==> config.mk <==
export PLATFORM = sky130hd
export DESIGN_NAME = chan_div
export DESIGN_NICKNAME = d
export VERILOG_FILES = /design/src/include/chan_div_pkg.sv /design/src/core/chan_div.sv
export SDC_FILE = /design/constraint.sdc
export NUM_CORES = 1
export LEC_CHECK = 0
export BUFFER_PORTS_ARGS = -buffer_cell sky130_fd_sc_hd__buf_2
export CAP_MARGIN = 40
export CORE_MARGIN = 4
export CORE_UTILIZATION = 30
export DETAILED_ROUTE_END_ITERATION = 8
export GPL_TIMING_DRIVEN = 1
export HOLD_SLACK_MARGIN = 0.1
export SLEW_MARGIN = 20
export SYNTH_ARGS = -nofsm -noshare
export SYNTH_HDL_FRONTEND = slang
export SYNTH_SLANG_ARGS = --single-unit
==> constraint.sdc <==
create_clock -name CLK -period 1.58 [get_ports CLK]
set_input_delay 0.316 -clock CLK [delete_from_list [all_inputs] [get_ports CLK]]
set_output_delay 0.316 -clock CLK [all_outputs]
set_load 0.02 [all_outputs]
==> src/include/chan_div_pkg.sv <==
//******************************************************************************
// Purpose: Constants for the channel divider block (divider 2 and divider 3)
// Assumes: Register port from the serial control port decoder, 8-bit data
// Notes:   Function
//******************************************************************************
package chan_div_pkg;
   localparam int            NCH      = 2;
   localparam int            AW       = 10;
   localparam int            DW       = 8;
   // Register addresses, index 0 is divider 2, index 1 is divider 3
   localparam logic [AW-1:0] CNT_ADDR [NCH] = '{10'h196, 10'h199};
   localparam logic [AW-1:0] MODE_ADDR[NCH] = '{10'h197, 10'h19A};
   localparam logic [AW-1:0] PWR_ADDR [NCH] = '{10'h198, 10'h19B};
   // Count register reset values {low, high}
   localparam logic [DW-1:0] CNT_RST  [NCH] = '{8'h11, 8'h00};
   // Field positions
   localparam int            LOW_LSB  = 4;
   localparam int            HIGH_LSB = 0;
   localparam int            CNT_W    = 4;
   localparam int            BYP_BIT  = 7;
   localparam int            IGN_BIT  = 6;
   localparam int            FRC_BIT  = 5;
   localparam int            STH_BIT  = 4;
   localparam int            PH_LSB   = 0;
   localparam int            PD_BIT   = 2;
   localparam int            DUTY_BIT = 0;
   localparam int            PAIRS    = 3;
   localparam logic [3:0]    PH_RST   = 4'h0;
   localparam logic [3:0]    CNT_ZERO = 4'h0;
   localparam logic [3:0]    CNT_ONE  = 4'h1;
endpackage

==> src/core/chan_div.sv <==
//******************************************************************************
// Purpose: Divider 2 and divider 3 channel clock dividers with config registers
// Assumes: One divider input cycle per CLK cycle; DIV_IN is the input level
// Notes:   Bypass outputs DIV_IN delayed by one flop
//******************************************************************************
`timescale 1ns/10ps
module chan_div #(
   parameter int NCH = chan_div_pkg::NCH
) (
   // Clock and reset
   input  wire logic                             CLK,
   input  wire logic                             SRST,
   // Register port
   input  wire logic [chan_div_pkg::AW-1:0]      REG_ADDR,
   input  wire logic                             REG_WE,
   input  wire logic [chan_div_pkg::DW-1:0]      REG_WDATA,
   output logic      [chan_div_pkg::DW-1:0]      REG_RDATA,
   // Clock path
   input  wire logic                             DIV_IN,
   input  wire logic                             SYNC_REQ,
   output logic      [NCH-1:0]                   DIV_OUT,
   // Driver control
   output logic      [NCH*chan_div_pkg::PAIRS-1:0] DRV_PD,
   output logic      [NCH-1:0]                   DUTY_FIX_DIS
);

   //***************************************************************************
   // Elaboration checks
   //***************************************************************************
   if (NCH != chan_div_pkg::NCH) begin : g_bad_nch
      $error("NCH must match the register map");
   end
   if (NCH < 1) begin : g_bad_min
      $error("NCH must be at least one");
   end
   if (chan_div_pkg::PAIRS < 1) begin : g_bad_pairs
      $error("PAIRS must be at least one");
   end
   if (chan_div_pkg::HIGH_LSB + chan_div_pkg::CNT_W > chan_div_pkg::LOW_LSB) begin : g_bad_high
      $error("High-count field overlaps the low-count field");
   end
   if (chan_div_pkg::LOW_LSB + chan_div_pkg::CNT_W > chan_div_pkg::DW) begin : g_bad_low
      $error("Low-count field does not fit the data width");
   end
   if (chan_div_pkg::PH_LSB + chan_div_pkg::CNT_W > chan_div_pkg::STH_BIT) begin : g_bad_phase
      $error("Phase field overlaps the start-level bit");
   end
   if (chan_div_pkg::BYP_BIT >= chan_div_pkg::DW) begin : g_bad_byp
      $error("Bypass bit outside the data width");
   end
   if (chan_div_pkg::IGN_BIT >= chan_div_pkg::DW) begin : g_bad_ign
      $error("Ignore-sync bit outside the data width");
   end
   if (chan_div_pkg::FRC_BIT >= chan_div_pkg::DW) begin : g_bad_frc
      $error("Force bit outside the data width");
   end
   if (chan_div_pkg::STH_BIT >= chan_div_pkg::DW) begin : g_bad_sth
      $error("Start-level bit outside the data width");
   end
   if (chan_div_pkg::PD_BIT >= chan_div_pkg::DW) begin : g_bad_pd
      $error("Power-down bit outside the data width");
   end
   if (chan_div_pkg::DUTY_BIT >= chan_div_pkg::DW) begin : g_bad_duty
      $error("Duty fix bit outside the data width");
   end
   if (chan_div_pkg::PD_BIT == chan_div_pkg::DUTY_BIT) begin : g_bad_pwr
      $error("Power-down and duty fix bits must differ");
   end
   if ($bits(chan_div_pkg::PH_RST) != chan_div_pkg::CNT_W) begin : g_bad_phrst
      $error("Phase reset value width must match the count width");
   end

   typedef logic [chan_div_pkg::CNT_W-1:0] cnt_t;

   typedef struct packed {
      // Configuration
      logic [NCH-1:0][chan_div_pkg::DW-1:0]    cnt_cfg;
      logic [NCH-1:0]                          byp;
      logic [NCH-1:0]                          ign;
      logic [NCH-1:0]                          frc;
      logic [NCH-1:0]                          st_hi;
      logic [NCH-1:0][chan_div_pkg::CNT_W-1:0] phase;
      logic [NCH-1:0]                          pd;
      logic [NCH-1:0]                          duty_dis;
      // Divider state
      logic [NCH-1:0]                          lvl;
      logic [NCH-1:0]                          hold;
      logic [NCH-1:0][chan_div_pkg::CNT_W-1:0] ph_cnt;
      logic [NCH-1:0][chan_div_pkg::CNT_W-1:0] cnt;
      logic [NCH-1:0]                          out;
      // Read data
      logic [chan_div_pkg::DW-1:0]             rdata;
   } state_t;

   state_t         s_q;
   state_t         s_d;

   logic [NCH-1:0] cnt_hit;
   logic [NCH-1:0] mode_hit;
   logic [NCH-1:0] pwr_hit;
   logic [NCH-1:0] sync_obey;
   logic [NCH-1:0] sync_force;

   //***************************************************************************
   // Next state
   //***************************************************************************
   always_comb begin
      cnt_t lim;
      s_d = s_q;
      lim = chan_div_pkg::CNT_ZERO;
      s_d.rdata = '0;

      //************************************************************************
      // Register writes
      //************************************************************************
      for (int c = 0; c < NCH; c++) begin
         if (REG_WE && cnt_hit[c]) begin
            s_d.cnt_cfg[c] = REG_WDATA;
         end
         if (REG_WE && mode_hit[c]) begin
            s_d.byp[c]   = REG_WDATA[chan_div_pkg::BYP_BIT];
            s_d.ign[c]   = REG_WDATA[chan_div_pkg::IGN_BIT];
            s_d.frc[c]   = REG_WDATA[chan_div_pkg::FRC_BIT];
            s_d.st_hi[c] = REG_WDATA[chan_div_pkg::STH_BIT];
            s_d.phase[c] = REG_WDATA[chan_div_pkg::PH_LSB +: chan_div_pkg::CNT_W];
         end
         if (REG_WE && pwr_hit[c]) begin
            s_d.pd[c]       = REG_WDATA[chan_div_pkg::PD_BIT];
            s_d.duty_dis[c] = REG_WDATA[chan_div_pkg::DUTY_BIT];
         end
      end

      //************************************************************************
      // Register reads, reserved bits zero
      //************************************************************************
      for (int c = 0; c < NCH; c++) begin
         if (cnt_hit[c]) begin
            s_d.rdata = s_q.cnt_cfg[c];
         end
         if (mode_hit[c]) begin
            s_d.rdata[chan_div_pkg::BYP_BIT]                     = s_q.byp[c];
            s_d.rdata[chan_div_pkg::IGN_BIT]                     = s_q.ign[c];
            s_d.rdata[chan_div_pkg::FRC_BIT]                     = s_q.frc[c];
            s_d.rdata[chan_div_pkg::STH_BIT]                     = s_q.st_hi[c];
            s_d.rdata[chan_div_pkg::PH_LSB +: chan_div_pkg::CNT_W] = s_q.phase[c];
         end
         if (pwr_hit[c]) begin
            s_d.rdata[chan_div_pkg::PD_BIT]   = s_q.pd[c];
            s_d.rdata[chan_div_pkg::DUTY_BIT] = s_q.duty_dis[c];
         end
      end

      //************************************************************************
      // Divider core
      //************************************************************************
      for (int c = 0; c < NCH; c++) begin
         if (s_q.lvl[c]) begin
            lim = s_q.cnt_cfg[c][chan_div_pkg::HIGH_LSB +: chan_div_pkg::CNT_W];
         end else begin
            lim = s_q.cnt_cfg[c][chan_div_pkg::LOW_LSB +: chan_div_pkg::CNT_W];
         end
         if (sync_obey[c]) begin
            s_d.lvl[c]    = s_q.st_hi[c];
            s_d.cnt[c]    = chan_div_pkg::CNT_ZERO;
            s_d.hold[c]   = 1'b1;
            s_d.ph_cnt[c] = s_q.phase[c];
         end else if (s_q.hold[c]) begin
            if (s_q.ph_cnt[c] == chan_div_pkg::CNT_ZERO) begin
               s_d.hold[c] = 1'b0;
            end else begin
               s_d.ph_cnt[c] = s_q.ph_cnt[c] - chan_div_pkg::CNT_ONE;
            end
         end else if (s_q.cnt[c] == lim) begin
            s_d.lvl[c] = !s_q.lvl[c];
            s_d.cnt[c] = chan_div_pkg::CNT_ZERO;
         end else begin
            s_d.cnt[c] = s_q.cnt[c] + chan_div_pkg::CNT_ONE;
         end
      end

      //************************************************************************
      // Output select
      //************************************************************************
      for (int c = 0; c < NCH; c++) begin
         if (s_q.byp[c]) begin
            s_d.out[c] = DIV_IN;
         end else if (sync_force[c]) begin
            s_d.out[c] = s_q.frc[c];
         end else begin
            s_d.out[c] = s_d.lvl[c];
         end
      end
   end

   //***************************************************************************
   // State register
   //***************************************************************************
   always_ff @(posedge CLK) begin
      if (SRST) begin
         s_q <= '0;
         for (int c = 0; c < NCH; c++) begin
            s_q.cnt_cfg[c] <= chan_div_pkg::CNT_RST[c];
            s_q.phase[c]   <= chan_div_pkg::PH_RST;
         end
      end else begin
         s_q <= s_d;
      end
   end

   //***************************************************************************
   // Outputs
   //***************************************************************************
   assign REG_RDATA = s_q.rdata;
   for (genvar g = 0; g < NCH; g++) begin : g_ch
      // Decode
      assign cnt_hit[g]    = (REG_ADDR == chan_div_pkg::CNT_ADDR[g]);
      assign mode_hit[g]   = (REG_ADDR == chan_div_pkg::MODE_ADDR[g]);
      assign pwr_hit[g]    = (REG_ADDR == chan_div_pkg::PWR_ADDR[g]);
      assign sync_obey[g]  = SYNC_REQ && !s_q.ign[g];
      assign sync_force[g] = SYNC_REQ && s_q.ign[g];

      // Driver outputs
      assign DIV_OUT[g]      = s_q.out[g];
      assign DUTY_FIX_DIS[g] = s_q.duty_dis[g];
      assign DRV_PD[g*chan_div_pkg::PAIRS +: chan_div_pkg::PAIRS] = {chan_div_pkg::PAIRS{s_q.pd[g]}};
   end

endmodule

# After elaboration in Yosys (flattened, before gate mapping)

Index checks and enable logic that the tools add are counted.

RAM bits: 0
ROM bits: 0
Output and inout port bits: 18
Register bits: 66
Word-level logic and storage cells: 94
Memories: 0
Bits of input ports: 23
Latch bits: 0

Bitwise operators: 0
$lt $le $gt $ge: 0
Shifts and indexed selects: 0
Add/sub/neg operators: 4
Multipliers: 0
Reductions and logical operators: 22
Divide/modulo/power cells: 0
Muxes and demuxes: 34
Equal/unequal tests: 10

Operators with widths:

| kind                                             | number |
|---|---|
| == test 10 x 9 -> 1 bit, second input constant   | 6 |
| 2-to-1 mux 4 bit                                 | 10 |
| 2-to-1 mux 8 bit                                 | 4 |
| 2-to-1 mux 1 bit                                 | 20 |
| logical AND 1 bit                                | 10 |
| adder 4 x 1 -> 4 bit, second input constant      | 2 |
| == test 4 bit                                    | 2 |
| logical NOT 4 bit                                | 2 |
| subtractor 4 x 1 -> 4 bit, second input constant | 2 |
| logical NOT 1 bit                                | 4 |
| != test 2 bit, second input constant             | 2 |
| AND reduction 2 bit                              | 2 |
| nonzero test 2 bit                               | 2 |
| OR reduction 2 bit                               | 2 |

# Longest topological paths before layout

Gate-level depths: netlist (run 1).

Word-level depth: 7
Gate-level depth with buffers: 7
Mapped depth without buffers: 7

# Worst setup path after synthesis (run 1)

No wires, ideal clock.

Path type: input to register
Start: input port REG_ADDR[6] (netlist name)
End: register s_q[38] (netlist name)
Data required time: 1.452 ns
Slack: -0.120 ns
Arrival time: 1.572 ns
Setup time: 0.128 ns
Path buffers: 1
Cell stages on the path: 6
Path through: and4bb_2 nor2b_1 buf_2 nand4_1 mux2i_1 nor2_1

Longest elaborated chain between the ends: 2

RTL lines:

| item                    | RTL line        | text |
|---|---|---|
| from (decl)             | chan_div.sv:14  | `input wire logic [chan_div_pkg::AW-1:0] REG_ADDR,` |
| == test 10 x 9 -> 1 bit | chan_div.sv:217 | `assign mode_hit[g] = (REG_ADDR == chan_div_pkg::MODE_ADDR[g]);` |
| logical AND 1 bit       | chan_div.sv:120 | `if (REG_WE && mode_hit[c]) begin` |
| to (decl)               | chan_div.sv:95  | `state_t s_q;` |

No other way between the ends.
A chain may end at the register's enable or synchronous reset.

# Final worst setup path (run 1)

Start: register s_q[29] (netlist name)
End: register s_q, in the netlist DIV_OUT[1]

Longest elaborated chain between the ends: 7
Elaborated cells on any way between the ends: 8
Those cells by class: eq/ne (1); mux (6); reduce/logical (1)

RTL lines:

| item               | RTL line        | text |
|---|---|---|
| 2-to-1 mux 4 bit   | chan_div.sv:157 | `if (s_q.lvl[c]) begin` |
| == test 4 bit      | chan_div.sv:173 | `end else if (s_q.cnt[c] == lim) begin` |
| 2-to-1 mux 1 bit   | chan_div.sv:173 |  |
| 2-to-1 mux 1 bit * | chan_div.sv:167 | `end else if (s_q.hold[c]) begin` |
| 2-to-1 mux 1 bit * | chan_div.sv:162 | `if (sync_obey[c]) begin` |
| 2-to-1 mux 1 bit * | chan_div.sv:187 | `end else if (sync_force[c]) begin` |
| 2-to-1 mux 1 bit * | chan_div.sv:185 | `if (s_q.byp[c]) begin` |

Mark *: on every way between the ends. The rest lies on a longest branch, timed or not.

==> metrics, run 1 <==
status=finished with violations; failing checks=setup timing; Hold Startpoint=REG_WDATA[7]; peak fanout along the critical path=4; core footprint=approximately 11000 sq um; element type at the critical path start=flip-flop; Setup violations, final=12; CP arrival=1.94 ns; setup TNS=-0.627 ns; Die X=about 110 microns; Post-Syn Area=about 3300 sq um; hold buffers post-CTS=0; initial antenna violation count=0; Global Route Usage Sum=13.1%; CTS tree=done; final setup margin=-0.143 ns; ant diodes=0; vias in the first global route=around 2800; syn nets=395; register bit total from synthesis=66; routed vias=between 2000 and 3000; Final Skew=0.00547 ns; gpl congestion=0.783; worst hold path endpoint=s_q[48]; most common cell after layout, fill and taps aside=dfxtp_1; area occupied by registers=1330 sq um; # rows=37; hold depth=3; initial core utilization=31.3%; crit path time final=1.72 ns; Rel. slew slack=72.1%; post-synthesis sequential area ratio=40.1%; Syn. warnings=0; most frequent cells in the layout=60 x dfxtp_1, 45 x buf_4, 44 x nor2_1; Synth area leaders=dfxtp_1 40%, mux2i_1 9.7%, nor2_1 5.5%, nand2_1 4.9%, buf_4 4.1%; Die Y=about 110 microns; pre-CTS WS=-0.302 ns; Root Buffer=clkbuf_8; Final Hold Fails=0; Worst-path clk slew=0.07 ns; die area=12700 sq um; maxcap violations=0; antenna-violating nets left=0; Peak VDD IR=0.379 mV; Buffers on Ports=40; I/O Pins=41; Clk Latency, worst-skew pair=0.34 ns; largest net degree at the start of global routing=21; P per Cell Area=864 nW/um^2; first-pass GRT wire length=13500 microns; Final HPWL DP=6150 microns; CP Capture Type=flip-flop; Post-Syn Instances=368; setup slack, reg-to-reg=-0.14 ns; Setup CP Type=flip-flop to flip-flop; Wirelength per Cell=14.4 microns; final worst path period share=109%; drt pass-1 iters=5; FMAX=581 MHz; ratio of cells with drive above 1 in the final layout=34.3%; gr ovfl total=0; vias per inst=~5; area of the multi-input gates=about 1800 sq um; total clock sinks=66; Unique masters post-synth=44; r2r endpoint=DIV_OUT[1]; Worst EP required=1.80 ns; Pins Over Slew Limit=0; maximum buffer depth of the clock tree=2; RSZ-0062 raised after global routing=true; Mapped Avg Cell Area=8.95 sq um; P&R area growth vs syn=27.2%; hold crit path type=input pin to flip-flop; Synth area leader=dfxtp_1; cts bufs inserted=9; H-tree Lvls=3; nets=456; Routed WL=8180 microns; R2R depth=6; DRC=0; Lkg Pwr=0.00169 uW; startpoint of the worst register-to-register path=s_q[29]; fillcell total=1045; Yosys top cell area share=40.1%; worst slew pin tran=0.417 ns; Iter 0 DRT Violations=168
## worst max-delay path, stage by stage (launching register included)
cell and delay (ns):
dfxtp_4 0.40, mux2i_1 0.24, xnor2_1 0.11, nor4_2 0.35, buf_4 0.20, mux2i_2 0.24
a2111oi_2 0.06
## layer usage
| metal | part of all wire (%) | up-vias | track usage, % |
|---|---|---|---|
| li1 | - | 1392 | - |
| met1 | 46 | 1325 | 16.8 |
| met2 | 48 | 54 | 21.6 |
| met3 | 4.8 | 8 | 4.44 |
| met4 | 0.82 | 0 | 2.72 |
| met5 | 0 | - | 0 |
## where the power goes
| part | internal, uW | switching [uW] |
|---|---|---|
| registers | 1690 | 27.0 |
| clock network | 926 | 622 |
| logic | 175 | 181 |
## Yosys cell counts (all sizes together)
library cell,number
nor2b,9
a2111oi,2
o31a,2
a21oi,20
nand4bb,1
nor2,48
xor2,6
and3,6
nor4,2
and2,1
nor3,3
inv,7
or2b,4
a222oi,6
a22o,10
a211oi,8
o32ai,2
buf,23
a31oi,2
o21ai,4
o211ai,2
nand3,8
nor4bb,1
nand4b,1
mux2i,34
dfxtp,66
nand3b,2
and4bb,1
nand2,43
nand2b,1
xnor2,12
or3,2
clkbuf,16
o31ai,2
or4,2
ha,4
nand4,1
a22oi,4
## logic make-up (layout without fill, tap and decap cells)
family,Yosys count,in the layout,synth area share (%)
compound gates,64,64,14.1
mux,34,34,11.1
fa+ha+maj,4,4,1.52
buf+inv,46,112,8.47
xor+xnor,18,18,4.79
flops,66,66,40.1
simple gates,136,136,19.9
## cell type report
type,instances,area share (%)
inverters,7,0.687
well taps,136,4.06
flip-flops and latches,66,31.8
clock buffers,11,3.38
clock inverters,5,1.85
repair buffers,89,14.3
multi-input cells,256,43.8
## worst max-delay path by stage
stage / startpoint / to / depth (start not counted)
3_3_place_gp: REG_ADDR[6] / REG_RDATA[4] / 7
4_1_cts: s_q[29] / DIV_OUT[1] / 6
2_1_floorplan: REG_ADDR[6] / s_q[38] / 6
5_1_grt: s_q[29] / DIV_OUT[1] / 6
6_report: s_q[29] / DIV_OUT[1] / 6
3_5_place_dp: REG_ADDR[6] / REG_RDATA[1] / 7
## metrics by stage
step | cell area [sq um] | power, uW | std cells | utilization (%) | hold slack [ns]
after floorplan | 3300 | 1930 | 368 | - | 0.440
after global placement | 3780 | 2050 | 550 | 36.0 | 0.462
after detailed placement | 3780 | 2060 | 550 | 36.0 | 0.469
after CTS | 4090 | 3650 | 567 | 38.9 | 0.247
after global routing | 4190 | 3790 | 570 | 39.9 | 0.247
final | 4190 | 3620 | 570 | 39.9 | 0.263
## what timing repair did
item,CTS,global route
endpoints found under the setup margin,14,18
pin swaps,11,8
cloned,0,0
resized for setup,23,19
setup buffers,2,3
## registers in the layout, indices dropped and copies added (netlist names)
register,flops
DIV_OUT,2
DRV_PD,2
DUTY_FIX_DIS,2
REG_RDATA,8
s_q,52
Note: power is estimated with default switching activity, not from simulation.
==> run 2: changes to the inputs <==
--- a/config.mk
+++ b/config.mk
@@ -5,7 +5,7 @@
 export SDC_FILE = /design/constraint.sdc
 export NUM_CORES = 1
 export LEC_CHECK = 0
-export BUFFER_PORTS_ARGS = -buffer_cell sky130_fd_sc_hd__buf_2
+export BUFFER_PORTS_ARGS = -buffer_cell sky130_fd_sc_hd__clkbuf_2
 export CAP_MARGIN = 40
 export CORE_MARGIN = 4
 export CORE_UTILIZATION = 30
==> run 2 against run 1 <==
Effect of this change: the run still ends with setup timing left; final cell count fell by 0.88%; via count fell by 0.76%; non-clock buffer count fell by 5; clock power rose by 31%; sequential cell count did not move; global-route usage rose by 0.16 points; power rose by 13%; clock skew barely moved; clock-buffer cell count fell by 2; first-iteration DRC count rose by 14%; largest cell class unchanged.
==> metrics, run 2 (synthesized netlist as in run 1, its figures left out) <==
status=finished with violations; failing checks=setup timing; peak fanout along the critical path=5; Critical-path top delay cell=dfxtp_4; Final Skew=0.00526 ns; H-tree Lvls=3; Hold WS=0.268 ns; drt pass-1 iters=5; Global Route Usage Sum=13.3%; fillcell total=1055; Final HPWL DP=just over 6000 microns; largest net degree at the start of global routing=20; P per Cell Area=a little under 1000 nW/um^2; die area=~13000 sq um; Cell Area, Placed=3760 sq um; Most flops, register=s_q; Placed Cells=547; hold depth=3; most common cell after layout, fill and taps aside=dfxtp_1; initial antenna violation count=0; CP Capture Type=flip-flop; setup TNS=-0.259 ns; element type at the critical path start=flip-flop; setup slack, reg-to-reg=-0.09 ns; gr ovfl total=0; Critical Path, Cell by Cell=mux2i_4 -> mux2i_2 -> nor4_4 -> or3_4 -> nor3_2; ant diodes=0; RSZ-0062 raised after global routing=true; CTS tree=done; vias per inst=about 4.9; vias in the first global route=about 2700; Die Y=113 microns; Final Hold Fails=0; max reg flops=52; Hold Startpoint=REG_WDATA[1]; Pins Over Slew Limit=0; total clock sinks=66; worst slew pin tran=0.739 ns; Buffers on Ports=40; hold crit path type=input pin to flip-flop; core footprint=roughly 11000 sq um; Lkg Pwr=0.00168 uW; area of the multi-input gates=1820 sq um; Routed WL=8260 microns; # rows=37; Final Util=39.9%; DRC=0; routed vias=approximately 2800; final cell count without fillers=565; gpl congestion=~0.85; Rel. slew slack=50.4%; Worst-path clk slew=0.07 ns; FMAX=599 MHz; Peak VDD IR=between 0.4 and 0.5 mV; Die X=113 microns; Setup CP Type=flip-flop to flip-flop; most frequent cells in the layout=61 x dfxtp_1, 44 x nor2_1, 43 x nand2_1; Worst EP required=1.85 ns; Wirelength per Cell=14.6 microns; initial core utilization=31.3%; maxcap violations=0; area occupied by registers=1330 sq um; worst hold path endpoint=s_q[51]; CP Buf/Inv Count=0; hold buffers post-CTS=0; Iter 0 DRT Violations=~190; I/O Pins=41; Non-Filler Cell Area, Final=4200 sq um; cts bufs inserted=9; Setup violations, final=4; maximum buffer depth of the clock tree=2; ratio of cells with drive above 1 in the final layout=32.4%; final setup margin=-0.0894 ns; antenna-violating nets left=0; R2R depth=5; final worst path period share=106%; CP arrival=slightly below 2 ns; startpoint of the worst register-to-register path=s_q[28]; r2r endpoint=s_q[10]; crit-path max cell delay=0.41 ns; P&R area growth vs syn=27.4%; nets=451; first-pass GRT wire length=~14000 microns; Root Buffer=clkbuf_8; crit path time final=1.67 ns; Clk Latency, worst-skew pair=between 0.3 and 0.4 ns; CP top delay family=simple AND/OR/NAND/NOR gates
==> run 2: report_power, final <==
| part | leakage [uW] | switching (uW) | internal [uW] | total (uW) |
|---|---|---|---|---|
| sequential | 0.000537 | 27.5 | 1690 | 1720 |
| clock | 0.000136 | 661 | 1370 | 2030 |
| combinational | 0.00101 | 171 | 159 | 330 |
| total | 0.00168 | 860 | 3210 | 4070 |
==> run 2: worst max path at each step <==
stage	end	slack, ns	cells past startpoint	startpoint
after floorplan	s_q[38]	-0.12	6	REG_ADDR[6]
after global placement	REG_RDATA[1]	-0.24	6	REG_ADDR[6]
after detailed placement	REG_RDATA[6]	-0.23	6	REG_ADDR[6]
after CTS	DIV_OUT[0]	-0.1	6	s_q[28]
after global routing	DIV_OUT[1]	-0.19	7	s_q[29]
final	s_q[10]	-0.09	5	s_q[28]
==> run 2: through the flow <==
stage / power, uW / worst slack, ns
after global routing: 4220 / -0.190
final: 4070 / -0.0894
after CTS: 4110 / -0.0967
after detailed placement: 2050 / -0.233
after global placement: 2050 / -0.243
after floorplan: 1930 / -0.120
==> run 2: final cells by class <==
class / count / area share (%)
multi-input combinational: 256 / 43.3
clock buffer: 9 / 2.95
timing repair buffer: 84 / 13.4
sequential: 66 / 31.8
inverter: 7 / 0.626
clock inverter: 7 / 3.94
tap: 136 / 4.05
==> run 2: what timing repair did <==
action | in CTS | in global routing
buffers inserted | 2 | 1
endpoints found under the hold margin | 0 | 0
setup endpoints to repair | 14 | 13
gates resized for setup | 20 | 14
pin swaps | 8 | 5
==> run 2: routing by layer <==
metal / global-route usage, % / vias to the layer above / part of all wire (%)
met4: 3.53 / 0 / 0.64
met5: 0 / - / 0
met3: 3.85 / 6 / 4.6
met2: 21.5 / 65 / 48
met1: 17.3 / 1306 / 46
li1: - / 1381 / -
==> run 2: worst register-to-register path, cell delays in order (launching register included) <==
cell and delay (ns):
dfxtp_4 0.41, mux2i_4 0.26, mux2i_2 0.28, nor4_4 0.09
or3_4 0.38, nor3_2 0.18
